==> src/rgd_pkg.sv <==
// rgd_pkg: register map, field positions and shared types of the receive gain and demodulation block
// assumes a 32-bit AXI4-Lite register bus and a 10-bit divider code on the analog side
package rgd_pkg;
  // register byte offsets
  localparam logic [7:0] RGD_OFS_DEMOD = 8'hbc;
  localparam logic [7:0] RGD_OFS_THRES = 8'hc0;
  localparam logic [7:0] RGD_OFS_GCFG = 8'hcc;
  localparam logic [7:0] RGD_OFS_GSTAT = 8'hd4;
  localparam logic [7:0] RGD_OFS_RSSI = 8'hd8;
  // demodulation control fields
  localparam int RGD_BIT_GRID = 2;
  localparam int RGD_BIT_FSK = 1;
  localparam int RGD_BIT_BPSK = 0;
  // threshold fields
  localparam int RGD_EDGE_LSB = 16;
  localparam int RGD_EDGE_MSB = 28;
  localparam int RGD_BITTH_LSB = 0;
  localparam int RGD_BITTH_MSB = 12;
  // gain configuration fields
  localparam int RGD_PER_LSB = 5;
  localparam int RGD_PER_MSB = 14;
  localparam int RGD_BIT_SRC = 3;
  localparam int RGD_BIT_LOAD = 2;
  localparam int RGD_BIT_AUTO = 1;
  localparam int RGD_BIT_EN = 0;
  // static gain fields
  localparam int RGD_RM_LSB = 16;
  localparam int RGD_RM_MSB = 25;
  localparam int RGD_CM_LSB = 0;
  localparam int RGD_CM_MSB = 9;
  // readback fields
  localparam int RGD_RG_LSB = 6;
  localparam int RGD_RG_MSB = 15;
  localparam int RGD_ADQ_MSB = 5;
  // reset values and gain extremes
  localparam logic [31:0] RGD_RST_WORD = 32'h0000_0000;
  localparam logic [9:0] RGD_GAIN_MIN = 10'h000;
  localparam logic [9:0] RGD_GAIN_MAX = 10'h3ff;
  localparam logic [9:0] RGD_CNT_ZERO = 10'h000;
  // axi response codes
  localparam logic [1:0] RGD_RESP_OKAY = 2'b00;
  localparam logic [1:0] RGD_RESP_SLVERR = 2'b10;

  // demodulator configuration bundle
  typedef struct packed {
    logic grid_at_max;
    logic fsk_sel;
    logic bpsk_sel;
    logic [12:0] edge_decision_threshold;
    logic [12:0] bit_decision_threshold;
  } rgd_demod_t;

  // received level indication from the front end
  typedef struct packed {
    logic too_high;
    logic too_low;
  } rgd_level_t;
endpackage : rgd_pkg

==> src/rgd_top.sv <==
// rgd_top: register bank for receive demodulation, decision thresholds and automatic gain control
// assumes aclk at 100 MHz for the bus side and a 13.56 MHz carrier clock sampled as a plain input;
// analog level flags and adc sample arrive asynchronously and are synchronised here
// the level flags are steady for many bus cycles, so a bitwise two-flop synchroniser is enough;
// the q sample is synchronised bit by bit too, so a readback taken while it moves may mix two samples
// the divider code is registered so the switch network never sees a decode glitch
// a gain load takes the source select that is already held, not one written alongside it,
// so software sets the source in an earlier write than the load
// the demodulator settings are plain register outputs and change only on a committed write
`timescale 1ns/1ns
module rgd_top
  import rgd_pkg::*;
(
  // clock and reset
  input wire logic aclk,
  input wire logic aresetn,
  // axi4-lite write address
  input wire logic [7:0] s_axi_awaddr,
  input wire logic s_axi_awvalid,
  output logic s_axi_awready,
  // axi4-lite write data
  input wire logic [31:0] s_axi_wdata,
  input wire logic [3:0] s_axi_wstrb,
  input wire logic s_axi_wvalid,
  output logic s_axi_wready,
  // axi4-lite write response
  output logic [1:0] s_axi_bresp,
  output logic s_axi_bvalid,
  input wire logic s_axi_bready,
  // axi4-lite read address
  input wire logic [7:0] s_axi_araddr,
  input wire logic s_axi_arvalid,
  output logic s_axi_arready,
  // axi4-lite read data
  output logic [31:0] s_axi_rdata,
  output logic [1:0] s_axi_rresp,
  output logic s_axi_rvalid,
  input wire logic s_axi_rready,
  // analog front end inputs (asynchronous)
  input wire logic carrier_clk,
  input wire logic [5:0] adc_q_sample,
  input wire logic [1:0] rx_level_flags,
  // outputs to the demodulator and the divider
  output rgd_demod_t demod_cfg,
  output logic [9:0] rx_divider_code
);

  // registers
  logic [2:0] demod_r; // grid, fsk, bpsk control bits
  logic [12:0] edge_th_r; // edge decision threshold
  logic [12:0] bit_th_r; // bit decision threshold
  logic [9:0] period_r; // gain period count field
  logic src_r; // gain source select
  logic auto_r; // gain auto select
  logic en_r; // gain loop enable
  logic [9:0] rm_r; // reader static gain
  logic [9:0] cm_r; // card static gain
  logic [9:0] loop_gain_r; // internal gain loop register
  logic [9:0] div_r; // value applied to the divider
  logic [9:0] per_cnt_r; // carrier edges within the period
  // synchronisers
  logic cclk_s1_r; // carrier clock, first stage
  logic [2:0] cclk_s2_r; // second stage, then edge history
  logic [5:0] adc_s1_r, adc_s2_r; // q sample
  logic [1:0] lvl_s1_r, lvl_s2_r; // level flags
  rgd_level_t lvl; // decoded level flags
  // bus state
  logic aw_got_r, w_got_r; // address or data already taken
  logic [7:0] aw_addr_r; // held write address
  logic [31:0] w_data_r; // held write data
  logic [3:0] w_strb_r; // held strobes
  logic [31:0] rd_word; // decoded read word
  logic rd_hit; // read address maps a register
  logic wr_hit; // write address maps a register
  logic do_wr; // write commits this cycle
  logic [31:0] wmask; // byte-enable mask
  logic load_pulse; // single gain load request
  logic carrier_edge; // rising carrier edge seen
  logic period_tick; // end of gain period
  logic [9:0] static_sel; // chosen static value
  logic [9:0] div_nxt; // next divider value

  // two-flop synchronisers for asynchronous front-end signals
  // only the second stage reads the first; nothing else looks at a first stage
  // the carrier history keeps two extra bits so a rising edge is seen as 0 then 1
  // after reset all stages read low, so a carrier that is high then gives one early edge,
  // which is harmless because the period counter is held clear until the loop is enabled
  always_ff @(posedge aclk) begin
    if (!aresetn) begin
      cclk_s1_r <= 1'b0;
      cclk_s2_r <= 3'h0;
      adc_s1_r <= 6'h00;
      adc_s2_r <= 6'h00;
      lvl_s1_r <= 2'h0;
      lvl_s2_r <= 2'h0;
    end else begin
      cclk_s1_r <= carrier_clk;
      cclk_s2_r <= {cclk_s2_r[1:0], cclk_s1_r};
      adc_s1_r <= adc_q_sample;
      adc_s2_r <= adc_s1_r;
      lvl_s1_r <= rx_level_flags;
      lvl_s2_r <= lvl_s1_r;
    end
  end

  assign lvl = rgd_level_t'(lvl_s2_r);
  // edge is judged on the third and fourth stages only
  assign carrier_edge = cclk_s2_r[1] & ~cclk_s2_r[2];

  // write channel handshakes; each side is taken independently
  // a half that arrives first is held until its partner comes, in either order
  // both readies stay low while a response waits, so at most one write is open
  // and the held address and data cannot change under the commit
  assign s_axi_awready = ~aw_got_r & ~s_axi_bvalid;
  assign s_axi_wready = ~w_got_r & ~s_axi_bvalid;
  assign do_wr = aw_got_r & w_got_r & ~s_axi_bvalid;

  always_ff @(posedge aclk) begin
    if (!aresetn) begin
      aw_got_r <= 1'b0;
      w_got_r <= 1'b0;
      aw_addr_r <= 8'h00;
      w_data_r <= RGD_RST_WORD;
      w_strb_r <= 4'h0;
    end else begin
      // address capture
      if (s_axi_awvalid && s_axi_awready) begin
        aw_got_r <= 1'b1;
        aw_addr_r <= s_axi_awaddr;
      end else if (do_wr) begin
        aw_got_r <= 1'b0;
      end
      // data capture
      if (s_axi_wvalid && s_axi_wready) begin
        w_got_r <= 1'b1;
        w_data_r <= s_axi_wdata;
        w_strb_r <= s_axi_wstrb;
      end else if (do_wr) begin
        w_got_r <= 1'b0;
      end
    end
  end

  // write response, one cycle after both halves are held
  // the response code is judged from the held address, so an unmapped write
  // answers with an error and leaves every register untouched
  // the response stands until the master takes it with bready
  always_ff @(posedge aclk) begin
    if (!aresetn) begin
      s_axi_bvalid <= 1'b0;
      s_axi_bresp <= RGD_RESP_OKAY;
    end else if (do_wr) begin
      s_axi_bvalid <= 1'b1;
      s_axi_bresp <= wr_hit ? RGD_RESP_OKAY : RGD_RESP_SLVERR;
    end else if (s_axi_bready) begin
      s_axi_bvalid <= 1'b0;
    end
  end

  // write decode and byte mask
  // each byte strobe opens eight bits of the mask; fields that span bytes
  // are merged bit by bit, so a partial write keeps the bytes it does not name
  // the readback register is mapped so that writes to it answer okay and are ignored
  always_comb begin
    wmask = {{8{w_strb_r[3]}}, {8{w_strb_r[2]}}, {8{w_strb_r[1]}}, {8{w_strb_r[0]}}};
    case (aw_addr_r)
      RGD_OFS_DEMOD, RGD_OFS_THRES, RGD_OFS_GCFG, RGD_OFS_GSTAT, RGD_OFS_RSSI: wr_hit = 1'b1;
      default: wr_hit = 1'b0;
    endcase
  end

  // write-only load bit produces a pulse and stores nothing
  assign load_pulse = do_wr && (aw_addr_r == RGD_OFS_GCFG) && w_strb_r[0] && w_data_r[RGD_BIT_LOAD];

  // demodulation control and thresholds
  // the three demodulation bits sit in byte 0 and follow its strobe only
  // reserved bits between and above the thresholds are never stored
  always_ff @(posedge aclk) begin
    if (!aresetn) begin
      demod_r <= 3'h0;
      edge_th_r <= 13'h0000;
      bit_th_r <= 13'h0000;
    end else if (do_wr) begin
      if (aw_addr_r == RGD_OFS_DEMOD && w_strb_r[0]) begin
        demod_r <= w_data_r[RGD_BIT_GRID:RGD_BIT_BPSK];
      end
      if (aw_addr_r == RGD_OFS_THRES) begin
        edge_th_r <= (edge_th_r & ~wmask[RGD_EDGE_MSB:RGD_EDGE_LSB])
                   | (w_data_r[RGD_EDGE_MSB:RGD_EDGE_LSB] & wmask[RGD_EDGE_MSB:RGD_EDGE_LSB]);
        bit_th_r <= (bit_th_r & ~wmask[RGD_BITTH_MSB:RGD_BITTH_LSB])
                  | (w_data_r[RGD_BITTH_MSB:RGD_BITTH_LSB] & wmask[RGD_BITTH_MSB:RGD_BITTH_LSB]);
      end
    end
  end

  // gain configuration register
  // the load bit is not stored here; it only forms the pulse above
  // source, auto and enable bits share byte 0 and follow its strobe
  // the period field spans bytes 0 and 1 and is merged through the mask
  always_ff @(posedge aclk) begin
    if (!aresetn) begin
      period_r <= 10'h000;
      src_r <= 1'b0;
      auto_r <= 1'b0;
      en_r <= 1'b0;
    end else if (do_wr && aw_addr_r == RGD_OFS_GCFG) begin
      period_r <= (period_r & ~wmask[RGD_PER_MSB:RGD_PER_LSB])
                | (w_data_r[RGD_PER_MSB:RGD_PER_LSB] & wmask[RGD_PER_MSB:RGD_PER_LSB]);
      if (w_strb_r[0]) begin
        src_r <= w_data_r[RGD_BIT_SRC];
        auto_r <= w_data_r[RGD_BIT_AUTO];
        en_r <= w_data_r[RGD_BIT_EN];
      end
    end
  end

  // static gain values
  // both values are held even while the loop drives the divider,
  // so a later switch back to static mode picks them up at once
  always_ff @(posedge aclk) begin
    if (!aresetn) begin
      rm_r <= 10'h000;
      cm_r <= 10'h000;
    end else if (do_wr && aw_addr_r == RGD_OFS_GSTAT) begin
      rm_r <= (rm_r & ~wmask[RGD_RM_MSB:RGD_RM_LSB])
            | (w_data_r[RGD_RM_MSB:RGD_RM_LSB] & wmask[RGD_RM_MSB:RGD_RM_LSB]);
      cm_r <= (cm_r & ~wmask[RGD_CM_MSB:RGD_CM_LSB])
            | (w_data_r[RGD_CM_MSB:RGD_CM_LSB] & wmask[RGD_CM_MSB:RGD_CM_LSB]);
    end
  end

  // gain period counter in carrier cycles
  // the counter runs from zero to the period field and then wraps, so one
  // period spans the field plus one carrier edges; a field of zero ticks on every edge
  // it is held clear while the loop is disabled, so the first period after
  // enabling is always a full one
  // a count already above a smaller new field runs on to the top and wraps, giving one long period
  assign period_tick = en_r && carrier_edge && (per_cnt_r == period_r);

  always_ff @(posedge aclk) begin
    if (!aresetn) begin
      per_cnt_r <= RGD_CNT_ZERO;
    end else if (!en_r) begin
      per_cnt_r <= RGD_CNT_ZERO;
    end else if (carrier_edge) begin
      // wraps after period field plus one carrier edges
      per_cnt_r <= (per_cnt_r == period_r) ? RGD_CNT_ZERO : per_cnt_r + 10'h001;
    end
  end

  // static source: reader value when selected, card value otherwise
  assign static_sel = src_r ? rm_r : cm_r;

  // internal gain loop register
  // the loop register keeps its value while the loop is disabled, so software can
  // preset it with a load and enable the loop afterwards
  // both level flags high, or both low, leave the value where it is
  // the step stops at either end of the code range instead of wrapping
  always_ff @(posedge aclk) begin
    if (!aresetn) begin
      loop_gain_r <= RGD_GAIN_MIN;
    end else if (load_pulse) begin
      // load wins over a step in the same cycle
      loop_gain_r <= static_sel;
    end else if (period_tick) begin
      // higher code adds resistors and lowers sensitivity
      if (lvl.too_high && !lvl.too_low && loop_gain_r != RGD_GAIN_MAX) begin
        loop_gain_r <= loop_gain_r + 10'h001;
      end else if (lvl.too_low && !lvl.too_high && loop_gain_r != RGD_GAIN_MIN) begin
        loop_gain_r <= loop_gain_r - 10'h001;
      end
    end
  end

  // divider source selection
  // the auto bit alone picks the loop; with the enable bit clear the loop simply holds
  // in static mode the source bit picks the reader or the card value
  always_comb begin
    if (auto_r) begin
      div_nxt = loop_gain_r;
    end else begin
      div_nxt = static_sel;
    end
  end

  // registered divider code: code bits map one to one onto resistor switches
  // a source change reaches the divider one clock later
  // reset leaves code zero, the most sensitive setting with no resistor added
  always_ff @(posedge aclk) begin
    if (!aresetn) begin
      div_r <= RGD_GAIN_MIN;
    end else begin
      div_r <= div_nxt;
    end
  end

  assign rx_divider_code = div_r;

  // demodulator outputs come straight from registers
  assign demod_cfg = '{grid_at_max: demod_r[RGD_BIT_GRID], fsk_sel: demod_r[RGD_BIT_FSK],
                       bpsk_sel: demod_r[RGD_BIT_BPSK], edge_decision_threshold: edge_th_r,
                       bit_decision_threshold: bit_th_r};

  // read decode; reserved bits and the load bit read as zero
  // the decode works on the live read address; the word is captured when the address is taken
  // the readback shows the registered divider code, the value the switches really see
  always_comb begin
    rd_word = RGD_RST_WORD;
    rd_hit = 1'b1;
    case (s_axi_araddr)
      RGD_OFS_DEMOD: rd_word[RGD_BIT_GRID:RGD_BIT_BPSK] = demod_r;
      RGD_OFS_THRES: begin
        rd_word[RGD_EDGE_MSB:RGD_EDGE_LSB] = edge_th_r;
        rd_word[RGD_BITTH_MSB:RGD_BITTH_LSB] = bit_th_r;
      end
      RGD_OFS_GCFG: begin
        rd_word[RGD_PER_MSB:RGD_PER_LSB] = period_r;
        rd_word[RGD_BIT_SRC] = src_r;
        rd_word[RGD_BIT_AUTO] = auto_r;
        rd_word[RGD_BIT_EN] = en_r;
      end
      RGD_OFS_GSTAT: begin
        rd_word[RGD_RM_MSB:RGD_RM_LSB] = rm_r;
        rd_word[RGD_CM_MSB:RGD_CM_LSB] = cm_r;
      end
      RGD_OFS_RSSI: begin
        rd_word[RGD_RG_MSB:RGD_RG_LSB] = div_r;
        rd_word[RGD_ADQ_MSB:0] = adc_s2_r;
      end
      default: rd_hit = 1'b0;
    endcase
  end

  // read channel: one cycle from address to data
  // a new address is refused while read data waits, so one read at most is open
  // and the held read data cannot be overwritten before it is taken
  assign s_axi_arready = ~s_axi_rvalid;

  always_ff @(posedge aclk) begin
    if (!aresetn) begin
      s_axi_rvalid <= 1'b0;
      s_axi_rdata <= RGD_RST_WORD;
      s_axi_rresp <= RGD_RESP_OKAY;
    end else if (s_axi_arvalid && s_axi_arready) begin
      s_axi_rvalid <= 1'b1;
      s_axi_rdata <= rd_word;
      s_axi_rresp <= rd_hit ? RGD_RESP_OKAY : RGD_RESP_SLVERR;
    end else if (s_axi_rready) begin
      s_axi_rvalid <= 1'b0;
    end
  end

endmodule : rgd_top

==> config.mk <==
export PLATFORM = sky130hd
export DESIGN_NAME = rgd_top
export DESIGN_NICKNAME = d
export VERILOG_FILES = /design/src/rgd_pkg.sv /design/src/rgd_top.sv
export SDC_FILE = /design/constraint.sdc
export NUM_CORES = 1
export LEC_CHECK = 0
export BUFFER_PORTS_ARGS = -buffer_cell sky130_fd_sc_hd__buf_4
export CORE_MARGIN = 5
export CORE_UTILIZATION = 50
export CTS_CLUSTER_DIAMETER = 200
export DETAILED_ROUTE_END_ITERATION = 8
export GPL_TIMING_DRIVEN = 1
export HOLD_SLACK_MARGIN = 0.03
export PLACE_DENSITY_LB_ADDON = 0.2
export SYNTH_ARGS = -nofsm -noshare
export SYNTH_HDL_FRONTEND = slang
export SYNTH_SLANG_ARGS = --single-unit
export TNS_END_PERCENT = 100
==> constraint.sdc <==
create_clock -name aclk -period 2 [get_ports aclk]
set_input_delay 0.1 -clock aclk [delete_from_list [all_inputs] [get_ports aclk]]
set_output_delay 0.1 -clock aclk [all_outputs]
set_load 0.1 [all_outputs]
==> results of run 1 <==
==> cell families (layout without fill, tap and decap cells) <==
family	Yosys count	after routing
compound gates	186	186
xor+xnor	32	32
fa+ha+maj	10	10
buf+inv	71	312
flops	187	187
mux	48	48
other cells	1	5
simple gates	369	369
==> power by group <==
group          switching (µW)  internal [µW]  leakage, µW
sequential                101           3830      0.00153
combinational             723            363      0.00261
clock                    1460           1990     0.000304
==> layout make-up <==
| type | instances | area, µm² | share of cell area |
|---|---|---|---|
| Multi-Input combinational cell | 650 | 4170 | 0.374 |
| Sequential cell | 187 | 3770 | 0.339 |
| Timing Repair Buffer | 272 | 2280 | 0.205 |
| Clock buffer | 20 | 478 | 0.0429 |
| Tap cell | 211 | 264 | 0.0237 |
| Clock inverter | 11 | 130 | 0.0117 |
| Inverter | 9 | 40.0 | 0.00360 |
==> metrics by stage <==
| stage | hold slack, ps | total power, µW | TNS, ps | util | worst slack, ps |
|---|---|---|---|---|---|
| final | 65.9 | 8480 | -1170 | 0.730 | -208 |
| after floorplan | 189 | 4690 | -1580 | - | -152 |
| after global routing | 75.2 | 8760 | -3580 | 0.730 | -321 |
| after global placement | 279 | 4990 | -1570 | 0.631 | -251 |
| after CTS | 57.7 | 8490 | -1340 | 0.709 | -238 |
| after detailed placement | 282 | 5000 | -2250 | 0.631 | -274 |
==> worst max-delay path, cell delays in order (launching register included) <==
cell and delay (ps):
dfxtp_1 340, nand4_1 170, nor4_4 210, or2_4 260, inv_2 50, fa_2 340
nor2b_2 150, o2111ai_2 120, nand3b_1 120, xor2_1 150, mux2i_1 90, a21oi_1 120
==> layer usage <==
metal	vias up	GRT usage	routed length [µm]
li1	3609	-	-
met1	3453	0.340	10300
met2	251	0.406	10900
met3	41	0.0555	1420
met4	0	0.0809	518
met5	-	0	0
==> cell usage after synthesis, types with 2 or more instances <==
cell type,instances
a211oi_1,5
a21o_1,2
a21oi_1,104
a221oi_1,22
a222oi_1,3
a22oi_1,8
a31oi_1,3
a41oi_1,3
and2_1,22
and3_1,7
buf_1,6
buf_2,6
buf_4,6
clkbuf_1,44
dfxtp_1,187
ha_1,9
inv_1,9
mux2_2,6
mux2i_1,42
nand2_1,143
nand2b_1,4
nand3_1,39
nand3b_1,4
nand4_1,8
nor2_1,77
nor2_2,2
nor2b_1,8
nor3_1,30
nor4_1,3
nor4_4,2
nor4b_1,3
o211ai_1,2
o21ai_0,27
o21bai_1,2
or2_2,3
or3_1,2
or4_1,3
xnor2_1,18
xor2_1,14
==> final timing paths <==
kind / endpoint / start / depth (start not counted)
min: s_axi_rdata[5] / aresetn / 3
min reg2reg: lvl[0] / lvl_s1_r[0] / 1
max reg2reg: loop_gain_r[6] / loop_gain_r[6] / 11
max: loop_gain_r[6] / loop_gain_r[6] / 11
==> timing repair <==
item	CTS	global route
endpoints found under the hold margin	51	0
buffers inserted	1	6
endpoints found under the setup margin	27	42
hold buffers	52	0
pin swaps	25	38
gates resized for setup	14	67
==> flow_metrics.py, run 1 <==
metrics = {
    "run_status": {
        "status": "finished, violations left",
        "violations": "setup timing",
    },
    "yosys": {
        "synthesis.area_mm2": 0.00780,
        "syn_avg_cell_area_um2": 8.63,
        "synthAdderAreaFrac": 0.0170,
        "yosysTopAreaCellShare": 0.480,
        "synth_area_leaders": "dfxtp_1 48%, nand2_1 6.9%, a21oi_1 6.7%",
        "yosysWarnings": 0,
        "synth_top_flop_cell": "dfxtp_1",
        "synth_area_leader_cell": "dfxtp_1",
        "synth_cell_types": 55,
        "synth_edf_count": 0,
        "ys_seq_area_frac": 0.480,
        "async_reset_ff_frac": 0,
        "postSynthCellCount": 904,
        "yosys.area_share.simple": 0.224,
        "synth_compound_area_frac": 0.142,
        "synth-seq-cells": 187,
        "synth_xor_area_frac": 0.0359,
        "synth_top_family_by_area": "simple AND/OR/NAND/NOR gates",
        "synth.area.mux_share": 0.0626,
    },
    "global_route": {
        "overflow": 0,
        "grt_max_degree": 54,
        "antenna_found_initial": 0,
        "grt_use_total": 0.253,
        "grt_pass1_vias": 7097,
        "grt_pass1_wl_mm": 36.6,
    },
    "detailed_routing": {
        "drt-wirelength-per-cell_um": 17.0,
        "ant_nets": 0,
        "vias_per_cell": 5.41,
        "drc": 0,
        "wirelength_mm": 23.2,
        "drtIter0Drc": 601,
        "dr.pass1.iters": 5,
        "via_count": 7354,
    },
    "sta": {
        "hold_violations": 0,
        "fin_crit_sh": 1.10,
        "fin_crit_ps": 2210,
        "setup_viol": 13,
        "rsz0062_at_grt": "yes",
        "worst_clock_skew_ps": 6.62,
        "setup_ws_ps": -208,
        "maxSlewViolCount": 0,
        "tightest_slew_ps": 758,
        "relSlewSlack": 0.493,
        "fmax_mhz": 453,
    },
    "placed_design": {
        "port_buffers": 138,
        "gp_congestion": 0.907,
        "placed_cell_area_mm2": 0.00963,
        "dp.cells": 1270,
        "dp_hpwl_mm": 15.7,
    },
    "final_layout": {
        "antenna_cells": 0,
        "mostFrequentLayoutCells": "205 x buf_4, 175 x dfxtp_1, 129 x nand2_1",
        "synthToLayoutAreaGrowth_pct": 42.8,
        "fin_area_mm2": 0.0111,
        "stdcell_count": 1360,
        "layout_commonest_cell": "buf_4",
        "fin_nets": 1215,
        "drive_above_1_share": 0.303,
        "num-fill-cells": 1132,
    },
    "floorplan": {
        "die_h_um": 135,
        "fp-row-count": 45,
        "start_util": 0.511,
        "io_pins": 148,
        "coreArea_mm2": 0.0153,
        "die_w_um": 135,
        "dieArea_mm2": 0.0182,
    },
    "critical_path": {
        "rrSetupSlack_ps": -210,
        "required_ps": 2350,
        "cp_max_fo": 8,
        "path_class": "reg -> reg",
        "endpoint_kind": "flip-flop",
        "start_kind": "flip-flop",
        "arrival_ps": 2560,
    },
    "clock_tree": {
        "cts_sinks": 187,
        "clk_latency_ps": 430,
        "htreeDepth": 4,
        "clockBufferDepth": 2,
        "root_buffer": "clkbuf_16",
        "numCtsBuffers": 17,
        "path_clk_slew_ps": 60,
        "tritoncts": "done",
    },
    "job": {
        "max_cap_violations": 0,
    },
    "power_and_ir_drop": {
        "vdd_drop_max_v": 0.000640,
        "p_leak_uw": 0.00445,
        "p_per_area_mw_per_mm2": 761,
    },
    "hold_path": {
        "hold_class": "in -> reg",
    },
}
(Power assumes the default switching activity.)
==> run 2, diff against run 1 <==
--- a/config.mk
+++ b/config.mk
@@ -6,8 +6,10 @@
 export NUM_CORES = 1
 export LEC_CHECK = 0
 export BUFFER_PORTS_ARGS = -buffer_cell sky130_fd_sc_hd__buf_4
+export CELL_PAD_IN_SITES_DETAIL_PLACEMENT = 1
+export CELL_PAD_IN_SITES_GLOBAL_PLACEMENT = 2
 export CORE_MARGIN = 5
-export CORE_UTILIZATION = 50
+export CORE_UTILIZATION = 30
 export CTS_CLUSTER_DIAMETER = 200
 export DETAILED_ROUTE_END_ITERATION = 8
 export GPL_TIMING_DRIVEN = 1
==> flow_metrics.py, run 2 (synthesis gave the netlist of run 1 again) <==
metrics = {
    "power_and_ir_drop": {
        "power_uw": 8340,
        "vdd_drop_max_v": 0.000416,
        "p_leak_uw": 0.00456,
        "p_per_area_mw_per_mm2": 723,
    },
    "critical_path": {
        "path_class": "reg -> reg",
        "arrival_ps": 2750,
        "cp_max_fo": 6,
        "max_stage_delay_ps": 350,
        "path_cells": "nand4_1, nor4_4, or2_4, buf_4, buf_6, buf_6, buf_4, ha_4, or3_1, o211ai_1, xor2_1, o21ai_1",
        "endpoint_kind": "flip-flop",
        "r2r.worst_path.cells": 12,
        "cp_slowest_cell": "or3_1",
        "required_ps": 2300,
        "start_kind": "flip-flop",
    },
    "detailed_routing": {
        "vias_per_cell": 4.94,
        "ant_nets": 0,
        "drt-wirelength-per-cell_um": 18.3,
        "drtIter0Drc": 375,
        "drc": 0,
        "dr.pass1.iters": 5,
        "via_count": 7459,
        "wirelength_mm": 27.5,
    },
    "hold_path": {
        "hold_class": "in -> reg",
        "min_path_cells": 3,
    },
    "sta": {
        "fin_crit_ps": 2450,
        "hold_violations": 0,
        "worst_clock_skew_ps": 12.8,
        "relSlewSlack": 0.575,
        "tightest_slew_ps": 634,
        "setup_viol": 31,
        "rsz0062_at_grt": "yes",
        "tns_ps": -3080,
        "fmax_mhz": 409,
        "setup_ws_ps": -446,
        "fin_crit_sh": 1.22,
        "maxSlewViolCount": 0,
    },
    "clock_tree": {
        "cts_sinks": 187,
        "numCtsBuffers": 17,
        "path_clk_slew_ps": 80,
        "root_buffer": "clkbuf_16",
        "tritoncts": "done",
        "clockBufferDepth": 2,
        "htreeDepth": 4,
        "clk_latency_ps": 440,
    },
    "placed_design": {
        "pre_cts_slack_ps": -416,
        "gp_congestion": 0.835,
        "placed_cell_area_mm2": 0.00990,
        "port_buffers": 138,
        "dp_hpwl_mm": 19.7,
    },
    "floorplan": {
        "die_h_um": 171,
        "coreArea_mm2": 0.0258,
        "dieArea_mm2": 0.0293,
        "io_pins": 148,
        "die_w_um": 171,
        "fp-row-count": 59,
        "start_util": 0.302,
    },
    "final_layout": {
        "layout_commonest_cell": "buf_4",
        "antenna_cells": 0,
        "fin_nets": 1239,
        "synthToLayoutAreaGrowth_pct": 48.1,
        "fin_area_mm2": 0.0115,
        "drive_above_1_share": 0.327,
        "mostFrequentLayoutCells": "221 x buf_4, 171 x dfxtp_1, 133 x nand2_1",
    },
    "global_route": {
        "grt_max_degree": 40,
        "grt_pass1_wl_mm": 42.3,
        "overflow": 0,
        "antenna_found_initial": 0,
        "grt_pass1_vias": 7608,
        "grt_use_total": 0.185,
    },
    "run_status": {
        "status": "finished, violations left",
        "violations": "setup timing",
    },
    "job": {
        "max_cap_violations": 0,
    },
}
==> run 2: power breakdown <==
part / switching [µW] / leakage (µW) / internal [µW]
combinational: 752 / 0.00277 / 384
sequential: 101 / 0.00153 / 3830
clock: 1630 / 0.000262 / 1650
==> run 2: cell type report <==
type | count | area, µm²
Sequential cell | 187 | 3780
Tap cell | 335 | 419
Timing Repair Buffer | 296 | 2500
Inverter | 9 | 40.0
Fill cell | 2989 | 14300
Clock buffer | 18 | 429
Multi-Input combinational cell | 650 | 4250
Clock inverter | 14 | 131
==> run 2: what timing repair did <==
| action | CTS | global route |
|---|---|---|
| setup buffers | 7 | 10 |
| hold buffers | 53 | 0 |
| pin swaps | 17 | 33 |
| setup endpoints to repair | 50 | 53 |
| gates cloned | 0 | 1 |
| endpoints found under the hold margin | 52 | 0 |
| gates resized for setup | 24 | 75 |
==> run 2: final timing paths <==
kind / from / endpoint / slack [ps]
min reg2reg: adc_s1_r[0] / adc_s2_r[0] / 440
min: s_axi_awvalid / aw_got_r / 150
max: loop_gain_r[6] / loop_gain_r[8] / -450
max reg2reg: loop_gain_r[6] / loop_gain_r[8] / -450
==> run 2: through the flow <==
stage / hold WS (ps) / util / instances
global route: 180 / 0.447 / 1509
detailed placement: 310 / 0.383 / 1406
finish: 149 / 0.447 / 1509
CTS: 138 / 0.432 / 1498
floorplan: 189 / - / 908
global placement: 306 / 0.383 / 1406
==> run 2: routing by layer <==
metal / share of wire / up-vias / global-route usage
met3: 0.045 / 27 / 0.0322
met5: 0 / - / 0
met4: 0.018 / 0 / 0.0513
met2: 0.47 / 166 / 0.306
li1: - / 3668 / -
met1: 0.46 / 3598 / 0.248
==> run 2: critical path: cells and delay by family (launching register included) <==
kind                       cells  cell delay (ps)
AOI/OAI and AO/OA              2              220
xor gates and xnor gates       1              210
adders and majority gates      1              170
buffers and inverters          4              520
DFF                            1              330
and+or+nand+nor                4              880
